## src/rtl/lin_irq_wakeup_ctrl_defines.svh

```systemverilog
// Function
// two interrupt lines, each fed by its own priority encoder.
// per-source enable, set via enable-set write, cleared via enable-clear write.
// sources start on line 0; level-set moves to line 1, level-clear back.
// vector register returns highest-priority pending enabled source of that line.
// software disables and re-enables interrupts to see remaining pending sources.
// offsets 0 none, 1 wakeup ... 16 bus idle; 1 highest priority.
// nine sources only in LIN mode, break detect only in plain serial mode.
// three timeout sources: 150 ms after wakeup, three wakeups, 4 s idle.
// power-down bit 0 of control 2 stops internal clocks; clearing resumes.
// registers stay reachable in power-down; each access enables clock briefly.
// software sets power-down after receiving the sleep command frame.
// power-down during reception with wakeup enabled: raise wakeup, cancel power-down.
// power-down during reception with wakeup disabled: finish reception, then sleep.
// powered down with wakeup enabled, low receive pin raises wakeup, clears power-down.
// with wakeup disabled, low receive pin does not leave low power.
// no wakeup interrupt from a pulse while not powered down.
// wake generate sends transmit byte 0, regardless of transmit enable.
// wake pulse holds bus dominant at least five bit times.
// wake generate writable only in soft reset release and power-down; cleared by break/reset.
// no sync within 150 ms after pulse end sends another pulse.
// after three unanswered attempts, suspend wake generation for 1.5 s.
// in debug suspend counters run when free-run bit set, halt otherwise.
// reads in emulation mode have no side effect on flags.
// each line stays high while an enabled pending flag maps to it.
`ifndef LIN_IRQ_WAKEUP_CTRL_DEFINES_SVH
`define LIN_IRQ_WAKEUP_CTRL_DEFINES_SVH

// register byte offsets
`define OFS_GLOBAL_CONTROL_1   12'h000
`define OFS_GLOBAL_CONTROL_2   12'h004
`define OFS_IRQ_ENABLE_SET     12'h008
`define OFS_IRQ_ENABLE_CLEAR   12'h00c
`define OFS_IRQ_LINE_SET       12'h010
`define OFS_IRQ_LINE_CLEAR     12'h014
`define OFS_FLAG_REGISTER      12'h018
`define OFS_LINE0_VECTOR       12'h01c
`define OFS_LINE1_VECTOR       12'h020
`define OFS_TX_BUFFER_BYTE0    12'h024
`define OFS_WAKE_PRESCALER     12'h028

// field positions
`define BIT_LIN_MODE           6
`define BIT_SOFT_RESET_RELEASE 7
`define BIT_DEBUG_FREE_RUN     17
`define BIT_POWER_DOWN         0
`define BIT_WAKE_GENERATE      8

// source masks, bit n is offset n+1
`define MASK_LIN_ONLY          16'hf29a
`define MASK_SERIAL_ONLY       16'h0040
`define SRC_WAKEUP             0
`define SRC_TO_WAKE            13
`define SRC_TO_THREE           14
`define SRC_TO_IDLE            15

// reset values
`define RST_TX_BYTE0           8'hf0
`define RST_WAKE_PRESCALER     16'h09c4

// timing
`define CLK_MHZ                50
`define WAKE_RETRY_US          150000
`define WAKE_SUSPEND_US        1500000
`define BUS_IDLE_US            4000000
`define WAKE_ATTEMPTS          2'd3

`endif

```

## src/rtl/placeholder_unused.sv

```systemverilog
`timescale 1ns/1ps
`default_nettype none
`default_nettype wire

```

## src/rtl/lin_irq_wakeup_pkg.sv

```systemverilog
package lin_irq_wakeup_pkg;
  typedef enum logic [1:0] {
    WAKE_IDLE,
    WAKE_SEND,
    WAKE_WAIT,
    WAKE_SUSPEND
  } wake_state_e;
  typedef logic [4:0] vector_t;
endpackage : lin_irq_wakeup_pkg

```

## src/rtl/wake_byte_tx.sv

```systemverilog
`timescale 1ns/1ps
`default_nettype none
module wake_byte_tx (
  input  wire logic        clk_i,
  input  wire logic        nrst_i,
  input  wire logic        run_i,
  input  wire logic        start_i,
  input  wire logic [7:0]  byte_i,
  input  wire logic [15:0] bit_cyc_i,
  output logic             tx_o,
  output logic             busy_o,
  output logic             done_o
);
  logic [9:0]  shift_q;
  logic [3:0]  bits_q;
  logic [15:0] cnt_q;
  logic [15:0] bit_len;

  // zero prescaler would give no bit time at all
  assign bit_len = (bit_cyc_i == 16'h0000) ? 16'h0001 : bit_cyc_i;
  assign busy_o  = (bits_q != 4'h0);

  // start bit, eight data bits lsb first, stop bit; 0xf0 gives five dominant bits
  always_ff @(posedge clk_i or negedge nrst_i) begin
    if (!nrst_i) begin
      shift_q <= 10'h3ff;
      bits_q  <= 4'h0;
      cnt_q   <= 16'h0000;
      tx_o    <= 1'b1;
      done_o  <= 1'b0;
    end else begin
      done_o <= 1'b0;
      if (start_i && !busy_o) begin
        shift_q <= {1'b1, byte_i, 1'b0};
        bits_q  <= 4'ha;
        cnt_q   <= 16'h0000;
        tx_o    <= 1'b0;
      end else if (busy_o && run_i) begin
        if (cnt_q == bit_len - 16'h0001) begin
          cnt_q   <= 16'h0000;
          shift_q <= {1'b1, shift_q[9:1]};
          bits_q  <= bits_q - 4'h1;
          tx_o    <= (bits_q == 4'h1) ? 1'b1 : shift_q[1];
          done_o  <= (bits_q == 4'h1);
        end else begin
          cnt_q <= cnt_q + 16'h0001;
        end
      end
    end
  end
endmodule : wake_byte_tx
`default_nettype wire

```

## src/rtl/lin_irq_wakeup_ctrl.sv

```systemverilog
// Local design decisions: the register addresses and the APB register port.
`timescale 1ns/1ps
`default_nettype none
`include "lin_irq_wakeup_ctrl_defines.svh"
module lin_irq_wakeup_ctrl #(
  parameter int unsigned RETRY_CYC   = `WAKE_RETRY_US * `CLK_MHZ,
  parameter int unsigned SUSPEND_CYC = `WAKE_SUSPEND_US * `CLK_MHZ,
  parameter int unsigned IDLE_CYC    = `BUS_IDLE_US * `CLK_MHZ
) (
  input  wire logic        clk_i,
  input  wire logic        nrst_i,
  input  wire logic        psel_i,
  input  wire logic        penable_i,
  input  wire logic        pwrite_i,
  input  wire logic [11:0] paddr_i,
  input  wire logic [31:0] pwdata_i,
  output logic [31:0]      prdata_o,
  output logic             pready_o,
  output logic             pslverr_o,
  input  wire logic [15:0] src_event_i,
  input  wire logic        rx_busy_i,
  input  wire logic        sync_break_i,
  input  wire logic        sync_field_i,
  input  wire logic        debug_suspend_i,
  input  wire logic        bus_receive_pin_i,
  output logic             bus_transmit_o,
  output logic             irq_line_low_o,
  output logic             irq_line_high_o,
  output logic             module_clk_en_o,
  output logic             powered_down_o
);

  // ------------------------------------------------------------
  // elaboration checks
  // ------------------------------------------------------------
  if (RETRY_CYC < 1 || SUSPEND_CYC < 1 || IDLE_CYC < 1) begin : g_chk
    $error("timeout counts must be at least one cycle");
  end

  // ------------------------------------------------------------
  // declarations
  // ------------------------------------------------------------
  logic [15:0] enable_q;
  logic [15:0] line_sel_q;
  logic [15:0] flag_q;
  logic [15:0] flag_set;
  logic [15:0] flag_clr;
  logic [15:0] mode_mask;
  logic        lin_mode_q;
  logic        soft_reset_release_q;
  logic        debug_free_run_q;
  logic        power_down_q;
  logic        pd_pending_q;
  logic        wake_gen_q;
  logic [7:0]  tx_byte0_q;
  logic [15:0] prescaler_q;
  logic [31:0] prdata_q;
  logic        pin_meta_q;
  logic        pin_sync_q;
  logic        counters_run;
  logic        setup_phase;
  logic        access_phase;
  logic        wr_access;
  logic        rd_access;
  logic        addr_hit;
  logic        pd_write;
  logic        pd_request;
  logic        wake_trigger;
  logic        early_wake;
  logic [15:0] line0_pend;
  logic [15:0] line1_pend;
  lin_irq_wakeup_pkg::vector_t vec0;
  lin_irq_wakeup_pkg::vector_t vec1;
  lin_irq_wakeup_pkg::wake_state_e wake_state_q;
  logic [1:0]  attempts_q;
  logic [31:0] wake_cnt_q;
  logic [31:0] idle_cnt_q;
  logic        tx_start;
  logic        tx_busy;
  logic        tx_done;
  logic        retry_expired;
  logic        suspend_expired;
  logic        idle_expired;

  // ------------------------------------------------------------
  // functions
  // ------------------------------------------------------------
  // lowest flag index wins, offset is index plus one
  function automatic lin_irq_wakeup_pkg::vector_t prio_encode(input logic [15:0] pend);
    lin_irq_wakeup_pkg::vector_t v;
    v = 5'h00;
    for (int i = 15; i >= 0; i--) begin
      if (pend[i]) begin
        v = 5'(i + 1);
      end
    end
    return v;
  endfunction : prio_encode

  function automatic logic [15:0] offset_onehot(input lin_irq_wakeup_pkg::vector_t v);
    logic [15:0] m;
    m = 16'h0000;
    if (v != 5'h00) begin
      m[4'(v - 5'h01)] = 1'b1;
    end
    return m;
  endfunction : offset_onehot

  // ------------------------------------------------------------
  // apb decode
  // ------------------------------------------------------------
  assign setup_phase  = psel_i && !penable_i;
  assign access_phase = psel_i && penable_i;
  assign wr_access    = access_phase && pwrite_i && addr_hit;
  assign rd_access    = access_phase && !pwrite_i && addr_hit;
  assign pready_o     = 1'b1;
  assign pslverr_o    = access_phase && !addr_hit;
  assign prdata_o     = prdata_q;

  always_comb begin
    unique case (paddr_i)
      `OFS_GLOBAL_CONTROL_1,
      `OFS_GLOBAL_CONTROL_2,
      `OFS_IRQ_ENABLE_SET,
      `OFS_IRQ_ENABLE_CLEAR,
      `OFS_IRQ_LINE_SET,
      `OFS_IRQ_LINE_CLEAR,
      `OFS_FLAG_REGISTER,
      `OFS_LINE0_VECTOR,
      `OFS_LINE1_VECTOR,
      `OFS_TX_BUFFER_BYTE0,
      `OFS_WAKE_PRESCALER: addr_hit = 1'b1;
      default:             addr_hit = 1'b0;
    endcase
  end

  // read data captured in setup so it is stable through the access phase
  always_ff @(posedge clk_i or negedge nrst_i) begin
    if (!nrst_i) begin
      prdata_q <= 32'h0000_0000;
    end else if (setup_phase && !pwrite_i) begin
      unique case (paddr_i)
        `OFS_GLOBAL_CONTROL_1: prdata_q <= (32'(debug_free_run_q) << `BIT_DEBUG_FREE_RUN)
                                         | (32'(soft_reset_release_q) << `BIT_SOFT_RESET_RELEASE)
                                         | (32'(lin_mode_q) << `BIT_LIN_MODE);
        `OFS_GLOBAL_CONTROL_2: prdata_q <= (32'(wake_gen_q) << `BIT_WAKE_GENERATE)
                                         | (32'(power_down_q) << `BIT_POWER_DOWN);
        `OFS_IRQ_ENABLE_SET,
        `OFS_IRQ_ENABLE_CLEAR: prdata_q <= {16'h0000, enable_q};
        `OFS_IRQ_LINE_SET,
        `OFS_IRQ_LINE_CLEAR:   prdata_q <= {16'h0000, line_sel_q};
        `OFS_FLAG_REGISTER:    prdata_q <= {16'h0000, flag_q};
        `OFS_LINE0_VECTOR:     prdata_q <= {27'h0000000, vec0};
        `OFS_LINE1_VECTOR:     prdata_q <= {27'h0000000, vec1};
        `OFS_TX_BUFFER_BYTE0:  prdata_q <= {24'h000000, tx_byte0_q};
        `OFS_WAKE_PRESCALER:   prdata_q <= {16'h0000, prescaler_q};
        default:               prdata_q <= 32'h0000_0000;
      endcase
    end
  end

  // ------------------------------------------------------------
  // clock gating and counter run
  // ------------------------------------------------------------
  // the functional clock of the protocol engine is gated outside this block
  assign module_clk_en_o = !power_down_q || psel_i;
  assign powered_down_o  = power_down_q;
  assign counters_run    = !debug_suspend_i || debug_free_run_q;

  // ------------------------------------------------------------
  // receive pin synchroniser
  // ------------------------------------------------------------
  always_ff @(posedge clk_i or negedge nrst_i) begin
    if (!nrst_i) begin
      pin_meta_q <= 1'b1;
      pin_sync_q <= 1'b1;
    end else begin
      pin_meta_q <= bus_receive_pin_i;
      pin_sync_q <= pin_meta_q;
    end
  end

  // ------------------------------------------------------------
  // control registers
  // ------------------------------------------------------------
  always_ff @(posedge clk_i or negedge nrst_i) begin
    if (!nrst_i) begin
      lin_mode_q           <= 1'b0;
      soft_reset_release_q <= 1'b0;
      debug_free_run_q     <= 1'b0;
      tx_byte0_q           <= `RST_TX_BYTE0;
      prescaler_q          <= `RST_WAKE_PRESCALER;
    end else if (wr_access) begin
      if (paddr_i == `OFS_GLOBAL_CONTROL_1) begin
        lin_mode_q           <= pwdata_i[`BIT_LIN_MODE];
        soft_reset_release_q <= pwdata_i[`BIT_SOFT_RESET_RELEASE];
        debug_free_run_q     <= pwdata_i[`BIT_DEBUG_FREE_RUN];
      end
      if (paddr_i == `OFS_TX_BUFFER_BYTE0) begin
        tx_byte0_q <= pwdata_i[7:0];
      end
      if (paddr_i == `OFS_WAKE_PRESCALER) begin
        prescaler_q <= pwdata_i[15:0];
      end
    end
  end

  always_ff @(posedge clk_i or negedge nrst_i) begin
    if (!nrst_i) begin
      enable_q <= 16'h0000;
    end else if (wr_access && paddr_i == `OFS_IRQ_ENABLE_SET) begin
      enable_q <= enable_q | pwdata_i[15:0];
    end else if (wr_access && paddr_i == `OFS_IRQ_ENABLE_CLEAR) begin
      enable_q <= enable_q & ~pwdata_i[15:0];
    end
  end

  always_ff @(posedge clk_i or negedge nrst_i) begin
    if (!nrst_i) begin
      line_sel_q <= 16'h0000;
    end else if (wr_access && paddr_i == `OFS_IRQ_LINE_SET) begin
      line_sel_q <= line_sel_q | pwdata_i[15:0];
    end else if (wr_access && paddr_i == `OFS_IRQ_LINE_CLEAR) begin
      line_sel_q <= line_sel_q & ~pwdata_i[15:0];
    end
  end

  // ------------------------------------------------------------
  // power-down and wakeup detection
  // ------------------------------------------------------------
  assign pd_write     = wr_access && paddr_i == `OFS_GLOBAL_CONTROL_2;
  assign pd_request   = pd_write && pwdata_i[`BIT_POWER_DOWN];
  assign early_wake   = pd_request && rx_busy_i && enable_q[`SRC_WAKEUP];
  // only a sleeping module may wake; a pulse seen while awake is ignored
  assign wake_trigger = power_down_q && enable_q[`SRC_WAKEUP] && !pin_sync_q;

  always_ff @(posedge clk_i or negedge nrst_i) begin
    if (!nrst_i) begin
      power_down_q <= 1'b0;
      pd_pending_q <= 1'b0;
    end else begin
      if (pd_write && !pwdata_i[`BIT_POWER_DOWN]) begin
        power_down_q <= 1'b0;
        pd_pending_q <= 1'b0;
      end else if (early_wake) begin
        power_down_q <= 1'b0;
        pd_pending_q <= 1'b0;
      end else if (pd_request && rx_busy_i) begin
        pd_pending_q <= 1'b1;
      end else if (pd_request) begin
        power_down_q <= 1'b1;
      end else if (pd_pending_q && !rx_busy_i) begin
        power_down_q <= 1'b1;
        pd_pending_q <= 1'b0;
      end else if (wake_trigger) begin
        power_down_q <= 1'b0;
      end
    end
  end

  // write attempts outside the allowed window are dropped
  always_ff @(posedge clk_i or negedge nrst_i) begin
    if (!nrst_i) begin
      wake_gen_q <= 1'b0;
    end else if (!soft_reset_release_q || sync_break_i) begin
      wake_gen_q <= 1'b0;
    end else if (pd_write && power_down_q) begin
      wake_gen_q <= pwdata_i[`BIT_WAKE_GENERATE];
    end
  end

  // ------------------------------------------------------------
  // wakeup pulse generation and retry timeouts
  // ------------------------------------------------------------
  assign retry_expired   = (wake_cnt_q == RETRY_CYC - 1);
  assign suspend_expired = (wake_cnt_q == SUSPEND_CYC - 1);
  assign tx_start        = counters_run && wake_gen_q && !tx_busy
                         && ((wake_state_q == lin_irq_wakeup_pkg::WAKE_IDLE)
                         || (wake_state_q == lin_irq_wakeup_pkg::WAKE_WAIT
                         && retry_expired && attempts_q != `WAKE_ATTEMPTS));

  always_ff @(posedge clk_i or negedge nrst_i) begin
    if (!nrst_i) begin
      wake_state_q <= lin_irq_wakeup_pkg::WAKE_IDLE;
      attempts_q   <= 2'd0;
      wake_cnt_q   <= 32'h0000_0000;
    end else if (counters_run) begin
      unique case (wake_state_q)
        lin_irq_wakeup_pkg::WAKE_IDLE: begin
          wake_cnt_q <= 32'h0000_0000;
          if (tx_start) begin
            wake_state_q <= lin_irq_wakeup_pkg::WAKE_SEND;
            attempts_q   <= 2'd1;
          end
        end
        lin_irq_wakeup_pkg::WAKE_SEND: begin
          // retry time runs from the end of the dominant part, not of the byte
          wake_cnt_q <= bus_transmit_o ? wake_cnt_q + 32'h0000_0001 : 32'h0000_0000;
          if (tx_done) begin
            wake_state_q <= lin_irq_wakeup_pkg::WAKE_WAIT;
          end
        end
        lin_irq_wakeup_pkg::WAKE_WAIT: begin
          if (sync_field_i || !wake_gen_q) begin
            wake_state_q <= lin_irq_wakeup_pkg::WAKE_IDLE;
            attempts_q   <= 2'd0;
          end else if (retry_expired) begin
            wake_cnt_q <= 32'h0000_0000;
            if (attempts_q == `WAKE_ATTEMPTS) begin
              wake_state_q <= lin_irq_wakeup_pkg::WAKE_SUSPEND;
            end else begin
              wake_state_q <= lin_irq_wakeup_pkg::WAKE_SEND;
              attempts_q   <= attempts_q + 2'd1;
            end
          end else begin
            wake_cnt_q <= wake_cnt_q + 32'h0000_0001;
          end
        end
        lin_irq_wakeup_pkg::WAKE_SUSPEND: begin
          if (suspend_expired || !wake_gen_q) begin
            wake_state_q <= lin_irq_wakeup_pkg::WAKE_IDLE;
            attempts_q   <= 2'd0;
            wake_cnt_q   <= 32'h0000_0000;
          end else begin
            wake_cnt_q <= wake_cnt_q + 32'h0000_0001;
          end
        end
      endcase
    end
  end

  wake_byte_tx u_wake_tx (
    .clk_i     (clk_i),
    .nrst_i    (nrst_i),
    .run_i     (counters_run),
    .start_i   (tx_start),
    .byte_i    (tx_byte0_q),
    .bit_cyc_i (prescaler_q),
    .tx_o      (bus_transmit_o),
    .busy_o    (tx_busy),
    .done_o    (tx_done)
  );

  // ------------------------------------------------------------
  // bus idle timeout
  // ------------------------------------------------------------
  assign idle_expired = (idle_cnt_q == IDLE_CYC - 1);

  // counter saturates past the mark so one idle period gives one event
  always_ff @(posedge clk_i or negedge nrst_i) begin
    if (!nrst_i) begin
      idle_cnt_q <= 32'h0000_0000;
    end else if (!pin_sync_q || !lin_mode_q) begin
      idle_cnt_q <= 32'h0000_0000;
    end else if (counters_run && idle_cnt_q != IDLE_CYC) begin
      idle_cnt_q <= idle_cnt_q + 32'h0000_0001;
    end
  end

  // ------------------------------------------------------------
  // flags and priority encoders
  // ------------------------------------------------------------
  assign mode_mask = lin_mode_q ? ~`MASK_SERIAL_ONLY : ~`MASK_LIN_ONLY;

  always_comb begin
    flag_set = src_event_i;
    flag_set[`SRC_WAKEUP]   = wake_trigger || early_wake;
    flag_set[`SRC_TO_WAKE]  = counters_run && wake_state_q == lin_irq_wakeup_pkg::WAKE_WAIT
                            && retry_expired && !sync_field_i && wake_gen_q;
    flag_set[`SRC_TO_THREE] = flag_set[`SRC_TO_WAKE] && attempts_q == `WAKE_ATTEMPTS;
    flag_set[`SRC_TO_IDLE]  = counters_run && idle_expired && pin_sync_q;
    flag_set = flag_set & mode_mask;
  end

  // a vector read acknowledges the source it reports, except in emulation
  always_comb begin
    flag_clr = 16'h0000;
    if (wr_access && paddr_i == `OFS_FLAG_REGISTER) begin
      flag_clr = pwdata_i[15:0];
    end
    if (rd_access && !debug_suspend_i) begin
      if (paddr_i == `OFS_LINE0_VECTOR) begin
        flag_clr = flag_clr | offset_onehot(vec0);
      end
      if (paddr_i == `OFS_LINE1_VECTOR) begin
        flag_clr = flag_clr | offset_onehot(vec1);
      end
    end
  end

  // a new event wins over a clear in the same cycle
  always_ff @(posedge clk_i or negedge nrst_i) begin
    if (!nrst_i) begin
      flag_q <= 16'h0000;
    end else begin
      flag_q <= (flag_q & ~flag_clr) | flag_set;
    end
  end

  assign line0_pend = flag_q & enable_q & ~line_sel_q;
  assign line1_pend = flag_q & enable_q & line_sel_q;
  assign vec0       = prio_encode(line0_pend);
  assign vec1       = prio_encode(line1_pend);

  // lines are registered so no decode glitch reaches the expander
  always_ff @(posedge clk_i or negedge nrst_i) begin
    if (!nrst_i) begin
      irq_line_low_o  <= 1'b0;
      irq_line_high_o <= 1'b0;
    end else begin
      irq_line_low_o  <= |line0_pend;
      irq_line_high_o <= |line1_pend;
    end
  end

endmodule : lin_irq_wakeup_ctrl
`default_nettype wire

```

## config.mk

```make
export PLATFORM = sky130hd
export DESIGN_NAME = lin_irq_wakeup_ctrl
export DESIGN_NICKNAME = d
export VERILOG_FILES = /design/src/rtl/placeholder_unused.sv /design/src/rtl/lin_irq_wakeup_pkg.sv /design/src/rtl/wake_byte_tx.sv /design/src/rtl/lin_irq_wakeup_ctrl.sv
export VERILOG_INCLUDE_DIRS = /design/src /design/src/rtl
export SDC_FILE = /design/constraint.sdc
export NUM_CORES = 1
export LEC_CHECK = 0
export ABC_AREA = 1
export BUFFER_PORTS_ARGS = -buffer_cell sky130_fd_sc_hd__buf_2
export CORE_MARGIN = 2
export CORE_UTILIZATION = 35
export DETAILED_ROUTE_END_ITERATION = 10
export SLEW_MARGIN = 0
export SYNTH_ARGS = -nofsm -noshare
export SYNTH_HDL_FRONTEND = slang
export SYNTH_SLANG_ARGS = --single-unit
```

## constraint.sdc

```tcl
create_clock -name clk_i -period 5.76 [get_ports clk_i]
set_input_delay 0.576 -clock clk_i [delete_from_list [all_inputs] [get_ports clk_i]]
set_output_delay 0.576 -clock clk_i [all_outputs]
set_load 0.01 [all_outputs]
```

==> results.sh, run 1 <==
export IMPL_clkPwrFrac=0.355
export IMPL_rsz0062_at_grt="false"
export IMPL_layout_min_cycle_time_ns=3.707
export IMPL_drc=0
export IMPL_synth_edff_count=0
export IMPL_coreArea_mm2=0.03370
export IMPL_synthFlopType="dfrtp_1"
export IMPL_clockRootBuffer="clkbuf_16"
export IMPL_cp_num_buf_inv=3
export IMPL_io_pins=109
export IMPL_switchingPower_mw=1.126
export IMPL_crit_type="in2reg"
export IMPL_ys_ff_latch=197
export IMPL_track_usage=0.2082
export IMPL_drtAntennaViolNets=0
export IMPL_worst_clock_skew_ns=0.01706
export IMPL_hold_path_class="in2async"
export IMPL_post_cts_resized=0
export IMPL_powerDensity_mw_per_mm2=254.3
export IMPL_p_leak_nw=6.032
export IMPL_wirelength_mm=36.54
export IMPL_grt_pass1_vias=10730
export IMPL_final_setup_tns_ns=0
export IMPL_path_common_cell="inv_2"
export IMPL_avgSynthCellArea_um2=7.234
export IMPL_cp_required_ns=6.08
export IMPL_yosys_warnings=0
export IMPL_std_cell_rows=67
export IMPL_slowest_delay_ns=0.78
export IMPL_cts_buffers=17
export IMPL_post_drt_wl_per_cell_um=16.74
export IMPL_worst_slack_ns=2.053
export IMPL_htree_levels=4
export IMPL_die_y_um=189.4
export IMPL_post_drt_via_cell_ratio=5.209
export IMPL_drv_slew=0
export IMPL_grt_max_degree=111
export IMPL_setup_violations=0
export IMPL_dp_hpwl_mm=27.54
export IMPL_max_freq_ghz=0.2697
export IMPL_swShare=0.3318
export IMPL_layout_common_cells="nand2_1 (406), inv_1 (240), dfrtp_1 (177), o21ai_0 (136), nor2_1 (126)"
export IMPL_endpoint_kind="flip-flop"
export IMPL_syn_area_mm2=0.01204
export IMPL_arrival_ns=4.03
export IMPL_maxCapViolations=0
export IMPL_place_congestion=0.9201
export IMPL_final_common_cell="nand2_1"
export IMPL_cp_top_family="simple AND/OR/NAND/NOR gates"
export IMPL_first_pass_iters=6
export IMPL_portBuffers=73
export IMPL_cts_path_max_buffers=2
export IMPL_period_share=0.6436
export IMPL_slew_headroom=0.3313
export IMPL_ir_drop_uv=170.0
export IMPL_dieArea_mm2=0.03589
export IMPL_clock_sinks=197
export IMPL_start_util=0.3572
export IMPL_status="finished, final reports clean"
export IMPL_postCtsHoldBufs=0
export IMPL_cts_setup_buffers=0
export IMPL_p_int_mw=2.267
export IMPL_cts_tree="built"
export IMPL_first_iter_violations=930
export IMPL_cp_max_fo=17
export IMPL_crit_chain="buf_2 > inv_2 > nand3_2 > nor2_1 > nor3_1 > nand4_2 > nand2_2 > inv_2 > nand4_1 > o211ai_1 > o21ai_0"
export IMPL_yosysSeqAreaShare=0.4116
export IMPL_fin_nets=1799
export IMPL_power_frac_seq=0.459
export IMPL_grt_ovfl_total=0
export IMPL_pwr_share_comb=0.186
export IMPL_power_mw=3.393
export IMPL_area_growth_pct=10.87
export IMPL_drive_above_1_share=0.1101
export IMPL_synthArstFlopShare=1.000
export IMPL_worst_slew_pin_slew_ns=0.9994
export IMPL_grt_pass1_wl_mm=58.46
export IMPL_dp_slack_ns=1.654
export IMPL_synth_cell_types=58
export IMPL_hold_viol=0
export IMPL_cp_slowest_cell="nor2_1"
export IMPL_synthCells=1664
export IMPL_clock_latency_ns=0.46
export IMPL_antenna_found_initial=1
export IMPL_start_kind="input port"
export IMPL_vias=11372
export IMPL_clk_pin_slew_ns=0.08
export IMPL_fp_dieW_um=189.4
==> path summary, 6_finish.rpt <==
kind,startpoint,endpoint,slack [ns],cells past startpoint
setup / recovery,paddr_i[2],flag_q[15]$_DFF_PN0_,2.05,11
hold / removal,nrst_i,idle_cnt_q[22]$_DFFE_PN0P_,0.13,1
setup reg to reg,wake_cnt_q[0]$_DFFE_PN0P_,u_wake_tx.cnt_q[12]$_DFFE_PN0P_,2.26,15
hold reg to reg,pin_meta_q$_DFF_PN1_,pin_sync_q$_DFF_PN1_,0.36,0
max in group asynchronous,nrst_i,u_wake_tx.cnt_q[0]$_DFFE_PN0P_,4.57,2
min in group clk_i,bus_receive_pin_i,pin_meta_q$_DFF_PN1_,0.23,1
==> cell families (layout without fill, tap and decap cells) <==
| logic type | Yosys count | count (layout) | synth area share |
|---|---|---|---|
| AND/OR/NAND/NOR | 784 | 784 | 0.2912 |
| flip-flops | 197 | 197 | 0.4116 |
| buffers and inverters | 311 | 367 | 0.1060 |
| AO/OA/AOI/OAI | 322 | 322 | 0.1530 |
| adder cells (fa/ha/maj) | 8 | 8 | 0.008316 |
| other | 2 | 17 | 0.0006239 |
| XOR/XNOR | 39 | 39 | 0.02838 |
| multiplexers | 1 | 1 | 0.0008316 |
==> area by class of cell <==
class	instances	area [µm²]
fill	3521	20350
inverter	258	968.4
timing repair buffer	77	416.7
multi-input combinational	1170	5862
sequential	197	4955
clock inverter	13	137.6
tap	448	560.5
antenna	1	2.502
clock buffer	19	442.9
==> through the flow <==
stage | hold slack, ns | std cells | area (µm²) | utilization
6_report | 0.1335 | 2183 | 13350 | 0.3960
2_1_floorplan | 0.2804 | 1678 | 12090 | -
4_1_cts | 0.1786 | 2182 | 13340 | 0.3959
3_5_place_dp | 0.3489 | 2150 | 12760 | 0.3787
3_3_place_gp | 0.3503 | 2150 | 12760 | 0.3787
5_1_grt | 0.2099 | 2183 | 13350 | 0.3960
==> Yosys cell counts, types with 3 or more instances <==
cell | count | area share
nor4_2 | 4 | 0.0042
clkbuf_1 | 19 | 0.0059
buf_4 | 19 | 0.012
nor4_1 | 17 | 0.0088
o31ai_1 | 6 | 0.0037
buf_2 | 11 | 0.0046
o32ai_1 | 8 | 0.0058
a22o_1 | 4 | 0.0029
nor3_2 | 8 | 0.0067
o21a_1 | 6 | 0.0037
nand2_1 | 406 | 0.13
nand3_2 | 3 | 0.0025
nor2_2 | 12 | 0.0062
nand2_2 | 9 | 0.0047
xor2_1 | 27 | 0.020
dfstp_2 | 20 | 0.044
inv_1 | 240 | 0.075
o22ai_1 | 28 | 0.015
nor3_1 | 44 | 0.018
dfrtp_1 | 177 | 0.37
a221oi_1 | 9 | 0.0065
inv_2 | 17 | 0.0053
a31oi_1 | 4 | 0.0021
o21ai_1 | 32 | 0.013
ha_1 | 8 | 0.0083
o221ai_1 | 3 | 0.0022
nand3_1 | 98 | 0.041
xnor2_1 | 12 | 0.0087
nor2_1 | 126 | 0.039
o21ai_0 | 137 | 0.057
o21bai_1 | 3 | 0.0019
a211oi_1 | 3 | 0.0019
buf_6 | 3 | 0.0028
o211ai_1 | 8 | 0.0050
nand4_1 | 41 | 0.021
a21oi_1 | 62 | 0.026
==> worst reg2reg max path: cells and delay by family, from the launching register on <==
family                     cells  cell delay (ns)
DFF                            1             0.39
AOI/OAI and AO/OA              1             0.06
and+or+nand+nor               11             2.36
buffers and inverters          1             0.20
xor gates and xnor gates       1             0.16
adders and majority gates      1             0.18
==> power by group through the flow <==
stage | Clock (mW) | Sequential, mW | Combinational [mW]
after CTS | 1.24 | 1.56 | 0.637
after floorplan | 0 | 1.56 | 0.490
after detailed placement | 0 | 1.58 | 0.636
after global placement | 0 | 1.58 | 0.628
after global routing | 1.28 | 1.57 | 0.727
final | 1.20 | 1.56 | 0.632
==> metal layers <==
metal  vias up  global-route usage  part of all wire
met4         0             0.06052             0.017
met3        39             0.03244             0.060
li1       5578                   -                 -
met2       343              0.3321              0.45
met1      5412              0.2919              0.47
met5         -                   0                 0
(Power assumes the default switching activity.)
==> inputs of run 2 (changes only) <==
clock period = 3.55 ns   (was 5.76 ns; I/O delays follow)
==> results.sh, run 2 (synthesized netlist as in run 1, its figures left out) <==
export IMPL_clock_latency_ns=0.45
export IMPL_cts_setup_buffers=0
export IMPL_cts_path_max_buffers=2
export IMPL_area_growth_pct=12.52
export IMPL_final_setup_tns_ns=0
export IMPL_antenna_cells=0
export IMPL_track_usage=0.2116
export IMPL_antenna_found_initial=1
export IMPL_arrival_ns=3.44
export IMPL_worst_slew_pin_slew_ns=1.132
export IMPL_clockRootBuffer="clkbuf_16"
export IMPL_fillerInstances=3533
export IMPL_clock_sinks=197
export IMPL_first_iter_violations=846
export IMPL_worst_clock_skew_ns=0.01549
export IMPL_cts_buffers=17
export IMPL_io_pins=109
export IMPL_drtAntennaViolNets=0
export IMPL_coreArea_mm2=0.03370
export IMPL_drv_slew=0
export IMPL_start_kind="flip-flop"
export IMPL_cts_tree="built"
export IMPL_dieArea_mm2=0.03589
export IMPL_portBuffers=73
export IMPL_post_drt_via_cell_ratio=5.162
export IMPL_p_leak_nw=6.144
export IMPL_wirelength_mm=37.19
export IMPL_layout_common_cells="nand2_1 (406), inv_1 (240), dfrtp_1 (177), o21ai_0 (136), nor2_1 (126)"
export IMPL_rsz0062_at_grt="false"
export IMPL_drc=0
export IMPL_dp_hpwl_mm=28.26
export IMPL_grt_max_degree=86
export IMPL_drive_above_1_share=0.1190
export IMPL_std_cell_rows=67
export IMPL_powerDensity_mw_per_mm2=422.2
export IMPL_fp_dieW_um=189.4
export IMPL_period_share=0.8821
export IMPL_crit_type="reg2reg"
export IMPL_ir_drop_uv=305.8
export IMPL_status="finished, final reports clean"
export IMPL_post_drt_wl_per_cell_um=16.87
export IMPL_place_congestion=0.9284
export IMPL_setup_violations=0
export IMPL_cp_top_family="simple AND/OR/NAND/NOR gates"
export IMPL_cp_required_ns=3.86
export IMPL_cp_startpoint="prescaler_q[6]$_DFFE_PN1P_"
export IMPL_cp_num_buf_inv=3
export IMPL_vias=11377
export IMPL_clk_pin_slew_ns=0.08
export IMPL_first_pass_iters=6
export IMPL_slowest_delay_ns=0.61
export IMPL_worst_r2r_startpoint="prescaler_q[6]$_DFFE_PN1P_"
export IMPL_die_y_um=189.4
export IMPL_fin_nets=1821
export IMPL_slew_headroom=0.2357
export IMPL_endpoint_kind="flip-flop"
export IMPL_crit_chain="nor2_1 > nand2_1 > nor3_2 > nand4_1 > nand2_2 > inv_2 > ha_1 > nand2_1 > nor3_4 > inv_2 > nor3_2 > xor2_1 > nand3_1 > nor3_2 > nand4_1 > nor2_2 > nand2_2 > nand2_4 > buf_4 > o22ai_1"
export IMPL_cp_max_fo=14
export IMPL_layout_min_cycle_time_ns=3.131
export IMPL_hold_path_class="in2reg"
export IMPL_final_common_cell="nand2_1"
export IMPL_grt_pass1_wl_mm=59.47
export IMPL_timing_hold_ws_ns=0.08793
export IMPL_max_freq_ghz=0.3194
export IMPL_htree_levels=4
export IMPL_regArea_mm2=0.004955
export IMPL_path_common_cell="nor3_2"
export IMPL_min_from="src_event_i[5]"
export IMPL_power_mw=5.718
export IMPL_multiInputGateArea_mm2=0.005862
export IMPL_hold_viol=0
export IMPL_grt_ovfl_total=0
export IMPL_maxCapViolations=0
export IMPL_grt_pass1_vias=10806
export IMPL_start_util=0.3572
export IMPL_cp_slowest_cell="dfstp_2"
==> run 2: cell types whose count changed in the layout (fill, tap and decap cells not counted), sizes merged <==
cell and delta:
bufinv +3, clkinvlp +1, diode -1, clkinv -4
inv -1, buf +20, clkbuf +1, dlygate4sd3 +2
==> run 2: cell type report <==
cell class	instances	area share
multi-input combinational	1170	0.4328
sequential	197	0.3659
inverter	258	0.07151
timing repair buffer	99	0.04333
tap	448	0.04139
clock buffer	20	0.03298
clock inverter	12	0.01210
==> run 2: worst register-to-register path, cell delays in order (launching register included) <==
cell and delay (ns):
dfstp_2 0.61, nor2_1 0.07, nand2_1 0.10, nor3_2 0.05, nand4_1 0.11, nand2_2 0.09
inv_2 0.09, ha_1 0.18, nand2_1 0.11, nor3_4 0.21, inv_2 0.07, nor3_2 0.13
xor2_1 0.17, nand3_1 0.10, nor3_2 0.11, nand4_1 0.11, nor2_2 0.11, nand2_2 0.10
nand2_4 0.18, buf_4 0.22, o22ai_1 0.09
==> run 2: where the power goes <==
part | internal, mW | leakage [nW] | switching [mW]
sequential | 2.40 | 2.54 | 0.135
clock | 1.14 | 0.292 | 0.939
combinational | 0.371 | 3.32 | 0.732
==> run 2: final timing paths <==
check / cells after the start / end / slack (ns)
setup reg to reg: 20 / u_wake_tx.cnt_q[11]$_DFFE_PN0P_ / 0.42
hold reg to reg: 0 / pin_sync_q$_DFF_PN1_ / 0.36
min in group asynchronous: 2 / idle_cnt_q[19]$_DFFE_PN0P_ / 0.51
hold / removal: 3 / flag_q[5]$_DFF_PN0_ / 0.09
setup / recovery: 20 / u_wake_tx.cnt_q[11]$_DFFE_PN0P_ / 0.42
max in group asynchronous: 3 / prescaler_q[11]$_DFFE_PN1P_ / 2.06
==> run 2: layer usage <==
metal,GRT usage,share of wire
met1,0.3013,0.48
met2,0.3328,0.44
met3,0.04059,0.058
met4,0.04681,0.016
met5,0,0
==> run 2: metrics by stage <==
stage	worst slack [ns]	util	instance area [µm²]	cells
after floorplan	0.8696	-	12090	1678
after global placement	0.5114	0.3832	12910	2170
after detailed placement	0.4673	0.3832	12910	2170
after CTS	0.4140	0.4019	13540	2204
after global routing	0.1609	0.4019	13540	2204
final	0.4187	0.4019	13540	2204
==> run 2: timing repair <==
action                                 CTS  global route
endpoints found under the hold margin   12             0
hold buffers                             2             0
resized for setup                        0             0
